**config.mk**
```make
export PLATFORM = sky130hd
export DESIGN_NAME = fsb_dbi_drv_flat
export DESIGN_NICKNAME = d
export VERILOG_FILES = /design/src/fsb_dbi_pkg.sv /design/src/fsb_dbi_if.sv /design/src/fsb_dbi_drv.sv /design/src/flat_wrapper.sv
export SDC_FILE = /design/constraint.sdc
export NUM_CORES = 1
export LEC_CHECK = 0
export BUFFER_PORTS_ARGS = -buffer_cell sky130_fd_sc_hd__buf_2
export CAP_MARGIN = 15
export CORE_AREA = 3 3 232 234
export CTS_CLUSTER_DIAMETER = 200
export CTS_CLUSTER_SIZE = 12
export DETAILED_ROUTE_END_ITERATION = 16
export DIE_AREA = 0 0 235 237
export PLACE_DENSITY = 0.78
export SETUP_SLACK_MARGIN = 0.02
export SLEW_MARGIN = 40
export SYNTH_ARGS = -nofsm -noshare
export SYNTH_HDL_FRONTEND = slang
export SYNTH_HIERARCHICAL = 1
export SYNTH_SLANG_ARGS = --single-unit
```
**constraint.sdc**
```tcl
create_clock -name ref_clk -period 9.4 [get_ports ref_clk]
set_input_delay 1.88 -clock ref_clk [delete_from_list [all_inputs] [get_ports ref_clk]]
set_output_delay 1.88 -clock ref_clk [all_outputs]
set_load 0.005 [all_outputs]
```
**src/fsb_dbi_pkg.sv**
```systemverilog
// Shared constants for the inverted-group data link
package fsb_dbi_pkg;
  localparam int unsigned NUM_GROUPS    = 4;
  localparam int unsigned GROUP_W       = 16;
  localparam int unsigned BUS_W         = NUM_GROUPS * GROUP_W;
  localparam int unsigned INV_THRESHOLD = 9;
  localparam int unsigned FIFO_DEPTH    = 8;
  localparam int unsigned CLK_MHZ       = 50;
  localparam int unsigned SUBPHASE_NS   = 160;
  localparam int unsigned HALF_CYCLES   = (SUBPHASE_NS * CLK_MHZ) / (2 * 1000);
  localparam int unsigned CNT_W         = 4;
  localparam logic [CNT_W-1:0] CNT_RESET = 4'h0;
  localparam logic [CNT_W-1:0] HALF_LAST = CNT_W'(HALF_CYCLES - 1);
  localparam logic [BUS_W-1:0] BUS_IDLE  = 64'hffff_ffff_ffff_ffff;
  localparam logic [NUM_GROUPS-1:0] FLAGS_IDLE = 4'hf;

  typedef enum logic [1:0] {
    ST_IDLE = 2'b01,
    ST_SEND = 2'b10
  } drv_state_e;
endpackage

```
**src/fsb_dbi_if.sv**
```systemverilog
// Link wires between the driving end and the receiving end
interface fsb_dbi_if;
  logic [fsb_dbi_pkg::BUS_W-1:0]      data_n;
  logic [fsb_dbi_pkg::NUM_GROUPS-1:0] group_invert_flags_n;
  logic [fsb_dbi_pkg::NUM_GROUPS-1:0] group_strobe_pos_n;
  logic [fsb_dbi_pkg::NUM_GROUPS-1:0] group_strobe_neg_n;
  logic                               transfer_valid_n;

  modport drv (
    output data_n,
    output group_invert_flags_n,
    output group_strobe_pos_n,
    output group_strobe_neg_n,
    output transfer_valid_n
  );

  modport rcv (
    input data_n,
    input group_invert_flags_n,
    input group_strobe_pos_n,
    input group_strobe_neg_n,
    input transfer_valid_n
  );
endinterface

```
**src/fsb_dbi_drv.sv**
```systemverilog
// Driving end: word FIFO, per-group inversion encoder and strobe generator

module word_fifo #(
  parameter int unsigned WIDTH = 64,
  parameter int unsigned DEPTH = 8
) (
  input  wire logic             ref_clk,
  input  wire logic             rstn,
  input  wire logic             in_valid,
  output logic                  in_ready,
  input  wire logic [WIDTH-1:0] in_data,
  output logic                  out_valid,
  input  wire logic             out_ready,
  output logic [WIDTH-1:0]      out_data
);
  localparam int unsigned AW = $clog2(DEPTH);

  logic [WIDTH-1:0] mem [DEPTH];
  logic [AW-1:0]    wr_q;
  logic [AW-1:0]    wr_d;
  logic [AW-1:0]    rd_q;
  logic [AW-1:0]    rd_d;
  logic [AW:0]      cnt_q;
  logic [AW:0]      cnt_d;
  logic             push;
  logic             pop;

  always_comb begin
    push      = in_valid && in_ready;
    pop       = out_valid && out_ready;
    in_ready  = (cnt_q != (AW+1)'(DEPTH));
    out_valid = (cnt_q != '0);
    out_data  = mem[rd_q];
    wr_d      = wr_q;
    rd_d      = rd_q;
    if (push) begin
      wr_d = (wr_q == AW'(DEPTH - 1)) ? '0 : wr_q + 1'b1;
    end
    if (pop) begin
      rd_d = (rd_q == AW'(DEPTH - 1)) ? '0 : rd_q + 1'b1;
    end
    cnt_d = cnt_q + (AW+1)'(push) - (AW+1)'(pop);
  end

  always_ff @(posedge ref_clk or negedge rstn) begin
    if (!rstn) begin
      wr_q  <= '0;
      rd_q  <= '0;
      cnt_q <= '0;
    end else begin
      wr_q  <= wr_d;
      rd_q  <= rd_d;
      cnt_q <= cnt_d;
    end
  end

  // Storage needs no reset; only words behind the count are ever read
  always_ff @(posedge ref_clk) begin
    if (push) begin
      mem[wr_q] <= in_data;
    end
  end
endmodule

module fsb_dbi_drv (
  input  wire logic                               ref_clk,
  input  wire logic                               rstn,
  input  wire logic                               in_valid,
  output logic                                    in_ready,
  input  wire logic [fsb_dbi_pkg::BUS_W-1:0]      in_data,
  input  wire logic                               inv_enable,
  fsb_dbi_if.drv                                  link
);
  logic [fsb_dbi_pkg::BUS_W-1:0]      fifo_data;
  logic                               fifo_valid;
  logic                               fifo_pop;
  logic                               in_ready_w;
  logic                               in_ready_q;

  fsb_dbi_pkg::drv_state_e            state_q;
  fsb_dbi_pkg::drv_state_e            state_d;
  logic [fsb_dbi_pkg::CNT_W-1:0]      cnt_q;
  logic [fsb_dbi_pkg::CNT_W-1:0]      cnt_d;
  logic                               half_q;
  logic                               half_d;
  logic                               sel_q;
  logic                               sel_d;
  logic [fsb_dbi_pkg::BUS_W-1:0]      data_q;
  logic [fsb_dbi_pkg::BUS_W-1:0]      data_d;
  logic [fsb_dbi_pkg::NUM_GROUPS-1:0] flags_q;
  logic [fsb_dbi_pkg::NUM_GROUPS-1:0] flags_d;
  logic [fsb_dbi_pkg::NUM_GROUPS-1:0] spos_q;
  logic [fsb_dbi_pkg::NUM_GROUPS-1:0] spos_d;
  logic [fsb_dbi_pkg::NUM_GROUPS-1:0] sneg_q;
  logic [fsb_dbi_pkg::NUM_GROUPS-1:0] sneg_d;
  logic                               valid_n_q;
  logic                               valid_n_d;
  logic                               tick;

  word_fifo #(
    .WIDTH (fsb_dbi_pkg::BUS_W),
    .DEPTH (fsb_dbi_pkg::FIFO_DEPTH)
  ) u_fifo (
    .ref_clk   (ref_clk),
    .rstn      (rstn),
    .in_valid  (in_valid && in_ready_q),
    .in_ready  (in_ready_w),
    .in_data   (in_data),
    .out_valid (fifo_valid),
    .out_ready (fifo_pop),
    .out_data  (fifo_data)
  );

  function automatic logic [4:0] count_ones(input logic [fsb_dbi_pkg::GROUP_W-1:0] v);
    logic [4:0] n;
    n = '0;
    for (int i = 0; i < fsb_dbi_pkg::GROUP_W; i++) begin
      n = n + 5'(v[i]);
    end
    return n;
  endfunction

  // A logical one is carried electrically low, so set bits are the low ones
  function automatic logic want_invert(input logic [fsb_dbi_pkg::GROUP_W-1:0] v);
    return count_ones(v) >= 5'(fsb_dbi_pkg::INV_THRESHOLD);
  endfunction

  assign in_ready = in_ready_q;
  assign link.data_n               = data_q;
  assign link.group_invert_flags_n = flags_q;
  assign link.group_strobe_pos_n   = spos_q;
  assign link.group_strobe_neg_n   = sneg_q;
  assign link.transfer_valid_n     = valid_n_q;

  always_comb begin
    logic [fsb_dbi_pkg::GROUP_W-1:0] grp;
    logic                            inv;
    grp      = '0;
    inv      = 1'b0;
    tick     = (cnt_q == fsb_dbi_pkg::HALF_LAST);
    cnt_d    = tick ? fsb_dbi_pkg::CNT_RESET : cnt_q + 1'b1;
    half_d   = half_q;
    sel_d    = sel_q;
    state_d  = state_q;
    data_d   = data_q;
    flags_d  = flags_q;
    spos_d   = spos_q;
    sneg_d   = sneg_q;
    valid_n_d = valid_n_q;
    fifo_pop = 1'b0;
    if (tick) begin
      if (!half_q) begin
        half_d = 1'b1;
        // Strobe edge mid sub-phase keeps data settled both sides of it
        if (state_q == fsb_dbi_pkg::ST_SEND) begin
          if (sel_q) begin
            sneg_d = ~sneg_q;
          end else begin
            spos_d = ~spos_q;
          end
          sel_d = ~sel_q;
        end
      end else begin
        half_d = 1'b0;
        case (state_q)
          fsb_dbi_pkg::ST_IDLE,
          fsb_dbi_pkg::ST_SEND: begin
            if (fifo_valid) begin
              fifo_pop = 1'b1;
              state_d  = fsb_dbi_pkg::ST_SEND;
              valid_n_d = 1'b0;
              for (int g = 0; g < fsb_dbi_pkg::NUM_GROUPS; g++) begin
                grp = fifo_data[g*fsb_dbi_pkg::GROUP_W +: fsb_dbi_pkg::GROUP_W];
                inv = inv_enable && want_invert(grp);
                flags_d[g] = ~inv;
                data_d[g*fsb_dbi_pkg::GROUP_W +: fsb_dbi_pkg::GROUP_W] =
                  ~(grp ^ {fsb_dbi_pkg::GROUP_W{inv}});
              end
            end else begin
              state_d   = fsb_dbi_pkg::ST_IDLE;
              valid_n_d = 1'b1;
              data_d    = fsb_dbi_pkg::BUS_IDLE;
              flags_d = fsb_dbi_pkg::FLAGS_IDLE;
            end
          end
          default: begin
            state_d   = fsb_dbi_pkg::ST_IDLE;
            valid_n_d = 1'b1;
          end
        endcase
      end
    end
  end

  always_ff @(posedge ref_clk or negedge rstn) begin
    if (!rstn) begin
      state_q    <= fsb_dbi_pkg::ST_IDLE;
      cnt_q      <= fsb_dbi_pkg::CNT_RESET;
      half_q     <= 1'b0;
      sel_q      <= 1'b0;
      data_q     <= fsb_dbi_pkg::BUS_IDLE;
      flags_q    <= fsb_dbi_pkg::FLAGS_IDLE;
      spos_q     <= fsb_dbi_pkg::FLAGS_IDLE;
      sneg_q     <= fsb_dbi_pkg::FLAGS_IDLE;
      valid_n_q  <= 1'b1;
      in_ready_q <= 1'b0;
    end else begin
      state_q    <= state_d;
      cnt_q      <= cnt_d;
      half_q     <= half_d;
      sel_q      <= sel_d;
      data_q     <= data_d;
      flags_q    <= flags_d;
      spos_q     <= spos_d;
      sneg_q     <= sneg_d;
      valid_n_q  <= valid_n_d;
      // Registered ready lags by a cycle; the FIFO gates the push anyway
      in_ready_q <= in_ready_w && !(in_valid && in_ready_q);
    end
  end
endmodule

```
**src/flat_wrapper.sv**
```systemverilog
// flat-port wrapper written by rule: the top's interface ports become plain ports
module fsb_dbi_drv_flat 
  (ref_clk, rstn, in_valid, in_ready, in_data, inv_enable, link_data_n, link_group_invert_flags_n, link_group_strobe_pos_n, link_group_strobe_neg_n, link_transfer_valid_n);
  fsb_dbi_if link_i ();
  input  wire logic ref_clk;
  input  wire logic rstn;
  input  wire logic in_valid;
  output logic in_ready;
  input  wire logic [fsb_dbi_pkg::BUS_W-1:0] in_data;
  input  wire logic inv_enable;
  output wire logic [$bits(link_i.data_n)-1:0] link_data_n;
  output wire logic [$bits(link_i.group_invert_flags_n)-1:0] link_group_invert_flags_n;
  output wire logic [$bits(link_i.group_strobe_pos_n)-1:0] link_group_strobe_pos_n;
  output wire logic [$bits(link_i.group_strobe_neg_n)-1:0] link_group_strobe_neg_n;
  output wire logic [$bits(link_i.transfer_valid_n)-1:0] link_transfer_valid_n;
  assign link_data_n = link_i.data_n;
  assign link_group_invert_flags_n = link_i.group_invert_flags_n;
  assign link_group_strobe_pos_n = link_i.group_strobe_pos_n;
  assign link_group_strobe_neg_n = link_i.group_strobe_neg_n;
  assign link_transfer_valid_n = link_i.transfer_valid_n;
  fsb_dbi_drv u_core (.ref_clk(ref_clk), .rstn(rstn), .in_valid(in_valid), .in_ready(in_ready), .in_data(in_data), .inv_enable(inv_enable), .link(link_i));
endmodule
```
==> impl_metrics.py <==
metrics = {
    "worst_setup_path": {
        "crit_top_cell": "fa_1",
        "reg2reg_depth": 18,
        "endpoint_kind": "flop",
        "arrival_ns": 7.15,
        "cpMaxStageDelayCell": "dfrtp_4",
        "worstPathMaxFanout": 53,
        "critPathMaxStageDelay_ns": 0.71,
        "rr_endpoint": "u_core/link.data_n[25]$_DFFE_PN1P_",
        "cp_cell_sequence": "buf_12, buf_12, mux4_2, mux2_2, inv_1, fa_1, fa_1, fa_1, fa_1, inv_1, ha_1, inv_1, fa_1, and3b_1, o41ai_2, buf_4, xnor2_1, a21oi_1",
        "path_class": "flop to flop",
        "r2r-start": "u_core/u_fifo/rd_q[0]$_DFFE_PN0P_",
        "reg2reg_slack_ns": 2.73,
        "start_kind": "flop",
        "critPathRequiredTime_ns": 9.88,
    },
    "die": {
        "die_h_um": 237,
        "die_area_um2": 55700,
        "pin_count": 146,
        "die_w_um": 235,
        "start_util_pct": 49.44,
        "row_count": 84,
        "core_area_um2": 52240,
    },
    "hold_path": {
        "hold_path_depth": 1,
        "min_from": "u_core/cnt_q[0]$_DFF_PN0_",
        "hold_end": "u_core/cnt_q[0]$_DFF_PN0_",
        "hold_class": "flop to flop",
    },
    "layout": {
        "multiInputGateArea_um2": 7232,
        "final_common_cell": "edfxtp_1",
        "final_area_um2": 29080,
        "fillers": 3896,
        "regArea_um2": 17860,
        "drive_above_1_share_pct": 32.59,
        "area_delta_synth_final_pct": 12.58,
        "final_nets": 1745,
        "final_cell_mix": "512 x edfxtp_1, 144 x buf_2, 128 x mux4_2, 112 x inv_1",
    },
    "timing": {
        "slew_headroom_pct": 42.04,
        "setup_viol": 0,
        "rsz0062_at_grt": "no",
        "hold_viol": 0,
        "skew_ns": 0.01718,
        "period_needed_ns": 6.669,
        "tightest_slew_ns": 0.8452,
        "fmax_mhz": 149.9,
        "finalSetupTns_ns": 0,
        "period_share_pct": 70.95,
        "finalMaxSlewViolations": 0,
    },
    "clock_tree": {
        "post_cts_resized": 0,
        "post_cts_buffers": 0,
        "path_clk_slew_ns": 0.06,
        "postCtsHoldBufs": 0,
        "cts_root_buf": "clkbuf_16",
        "cts_max_level": 2,
        "clk_path_buf_depth": 3,
        "tritoncts": "built",
        "clk_latency_ns": 0.60,
        "clock-sinks": 607,
        "cts-buffers-inserted": 56,
    },
    "yosys": {
        "synth.distinct_cells": 49,
        "syn_inst": 1441,
        "async_reset_ff_share_pct": 15.65,
        "synth_seq_area_share_pct": 69.11,
        "syn_area_um2": 25830,
        "syn_area_per_cell_um2": 17.92,
        "synth_fp_nets": 1582,
        "yosys_register_bits": 607,
        "synth_edf_count": 512,
        "synth_ff_type": "edfxtp_1",
        "ys.warnings.count": 6,
    },
    "route": {
        "ant_nets": 0,
        "routed_wl_um": 53400,
        "num_vias": 13290,
        "first_iter_violations": 1234,
        "post_drt_via_cell_ratio": 5.666,
        "drc": 0,
        "dr.pass1.iters": 5,
        "wl_per_cell_um": 22.76,
    },
    "placed_design": {
        "place_hpwl_um": 33020,
        "port_buffers": 145,
        "place_area_um2": 27430,
        "gp_congestion": 0.7568,
    },
    "status": {
        "status": "finished, final reports clean",
    },
    "grt": {
        "grt-ovfl-total": 0,
        "grt_max_degree": 84,
        "antenna_found_initial": 13,
        "grt_pass1_wl_um": 83250,
        "groute.usage.overall_pct": 19.38,
        "grt_pass1_vias": 13960,
    },
    "flow_run": {
        "max_cap_violations": 0,
    },
}
[state kept, by name (all words and copies together) (netlist names)]
register and cells:
u_core/state_q 2, u_core/link.data_n 64, u_core/link.group_strobe_pos_n 4, u_core/link.group_invert_flags_n 4, u_core/in_ready 1, u_core/sel_q 1
u_core/u_fifo/wr_q 3, u_core/half_q 1, u_core/u_fifo/rd_q 3, u_core/u_fifo/cnt_q 4, u_core/u_fifo/mem 512, u_core/cnt_q 4
u_core/link.group_strobe_neg_n 4
[worst max-delay path by stage]
stage | start | endpoint | slack (ns) | depth (start not counted)
final | u_core/u_fifo/rd_q[0]$_DFFE_PN0P_ | u_core/link.data_n[25]$_DFFE_PN1P_ | 2.73 | 18
after global routing | u_core/u_fifo/rd_q[0]$_DFFE_PN0P_ | u_core/link.data_n[25]$_DFFE_PN1P_ | 2.41 | 18
after CTS | u_core/u_fifo/rd_q[0]$_DFFE_PN0P_ | u_core/link.data_n[48]$_DFFE_PN1P_ | 2.50 | 17
after detailed placement | u_core/u_fifo/rd_q[0]$_DFFE_PN0P_ | u_core/link.data_n[60]$_DFFE_PN1P_ | 2.52 | 17
after global placement | u_core/u_fifo/rd_q[0]$_DFFE_PN0P_ | u_core/link.data_n[38]$_DFFE_PN1P_ | 2.62 | 17
after floorplan | in_valid | u_core/u_fifo/mem[0][0]$_DFFE_PP_ | 0.48 | 3
[worst max-delay path: cells and delay by family (launching register included)]
family / cells / cell delay, ns
simple gates: 1 / 0.23
compound gates: 2 / 0.64
mux: 2 / 0.86
flops: 1 / 0.71
buf+inv: 6 / 1.22
fa+ha+maj: 6 / 2.53
xor+xnor: 1 / 0.26
[Yosys cell counts, types with 16 or more instances]
library cell | n | area, um2
fa_1 | 41 | 820.8
xnor2_1 | 38 | 332.8
nand3_1 | 52 | 260.3
dfstp_2 | 77 | 2023
mux2i_1 | 18 | 180.2
mux4_2 | 128 | 2883
a21oi_1 | 54 | 270.3
o2111ai_1 | 16 | 140.1
clkbuf_1 | 34 | 127.6
nor2_1 | 81 | 304.0
nor3_1 | 37 | 185.2
ha_1 | 32 | 400.4
o22ai_1 | 16 | 100.1
inv_1 | 112 | 420.4
edfxtp_1 | 512 | 15370
mux2_2 | 72 | 810.8
dfrtp_1 | 18 | 450.4
[layout make-up]
| class | instances | area share (%) |
|---|---|---|
| Multi-Input combinational cell | 646 | 24.87 |
| Tap cell | 688 | 2.961 |
| Inverter | 113 | 1.459 |
| Antenna cell | 7 | 0.06025 |
| Clock buffer | 102 | 5.414 |
| Clock inverter | 3 | 0.1076 |
| Timing Repair Buffer | 180 | 3.709 |
| Sequential cell | 607 | 61.42 |
[cells by family after synthesis]
kind of cell,Yosys count,synth area share [%]
flip-flops,607,69.11
multiplexers,218,15.00
AND/OR/NAND/NOR,208,3.847
adder cells (fa/ha/maj),73,4.728
buffers and inverters,188,3.207
AO/OA/AOI/OAI,100,2.519
XOR/XNOR,47,1.594
[routing by layer]
layer	global-route usage [%]	share of wire (%)	vias up
li1	-	-	5870
met1	27.54	43	6898
met2	30.36	48	433
met3	4.566	6.7	79
met4	5.528	1.8	12
met5	0	0.13	-
[per-stage QoR]
step	utilization (%)	cells	hold WS, ns	worst slack (ns)
2_1_floorplan	-	1441	0.4331	0.4774
3_3_place_gp	52.28	2225	0.4464	2.616
3_5_place_dp	52.51	2233	0.4606	2.521
4_1_cts	55.58	2338	0.4784	2.502
5_1_grt	55.65	2344	0.4994	2.415
6_report	55.66	2346	0.4705	2.731
Power is left out: the tool's default activity adds up to more than one toggle a clock period on the data nets, which glitch-free logic cannot reach.
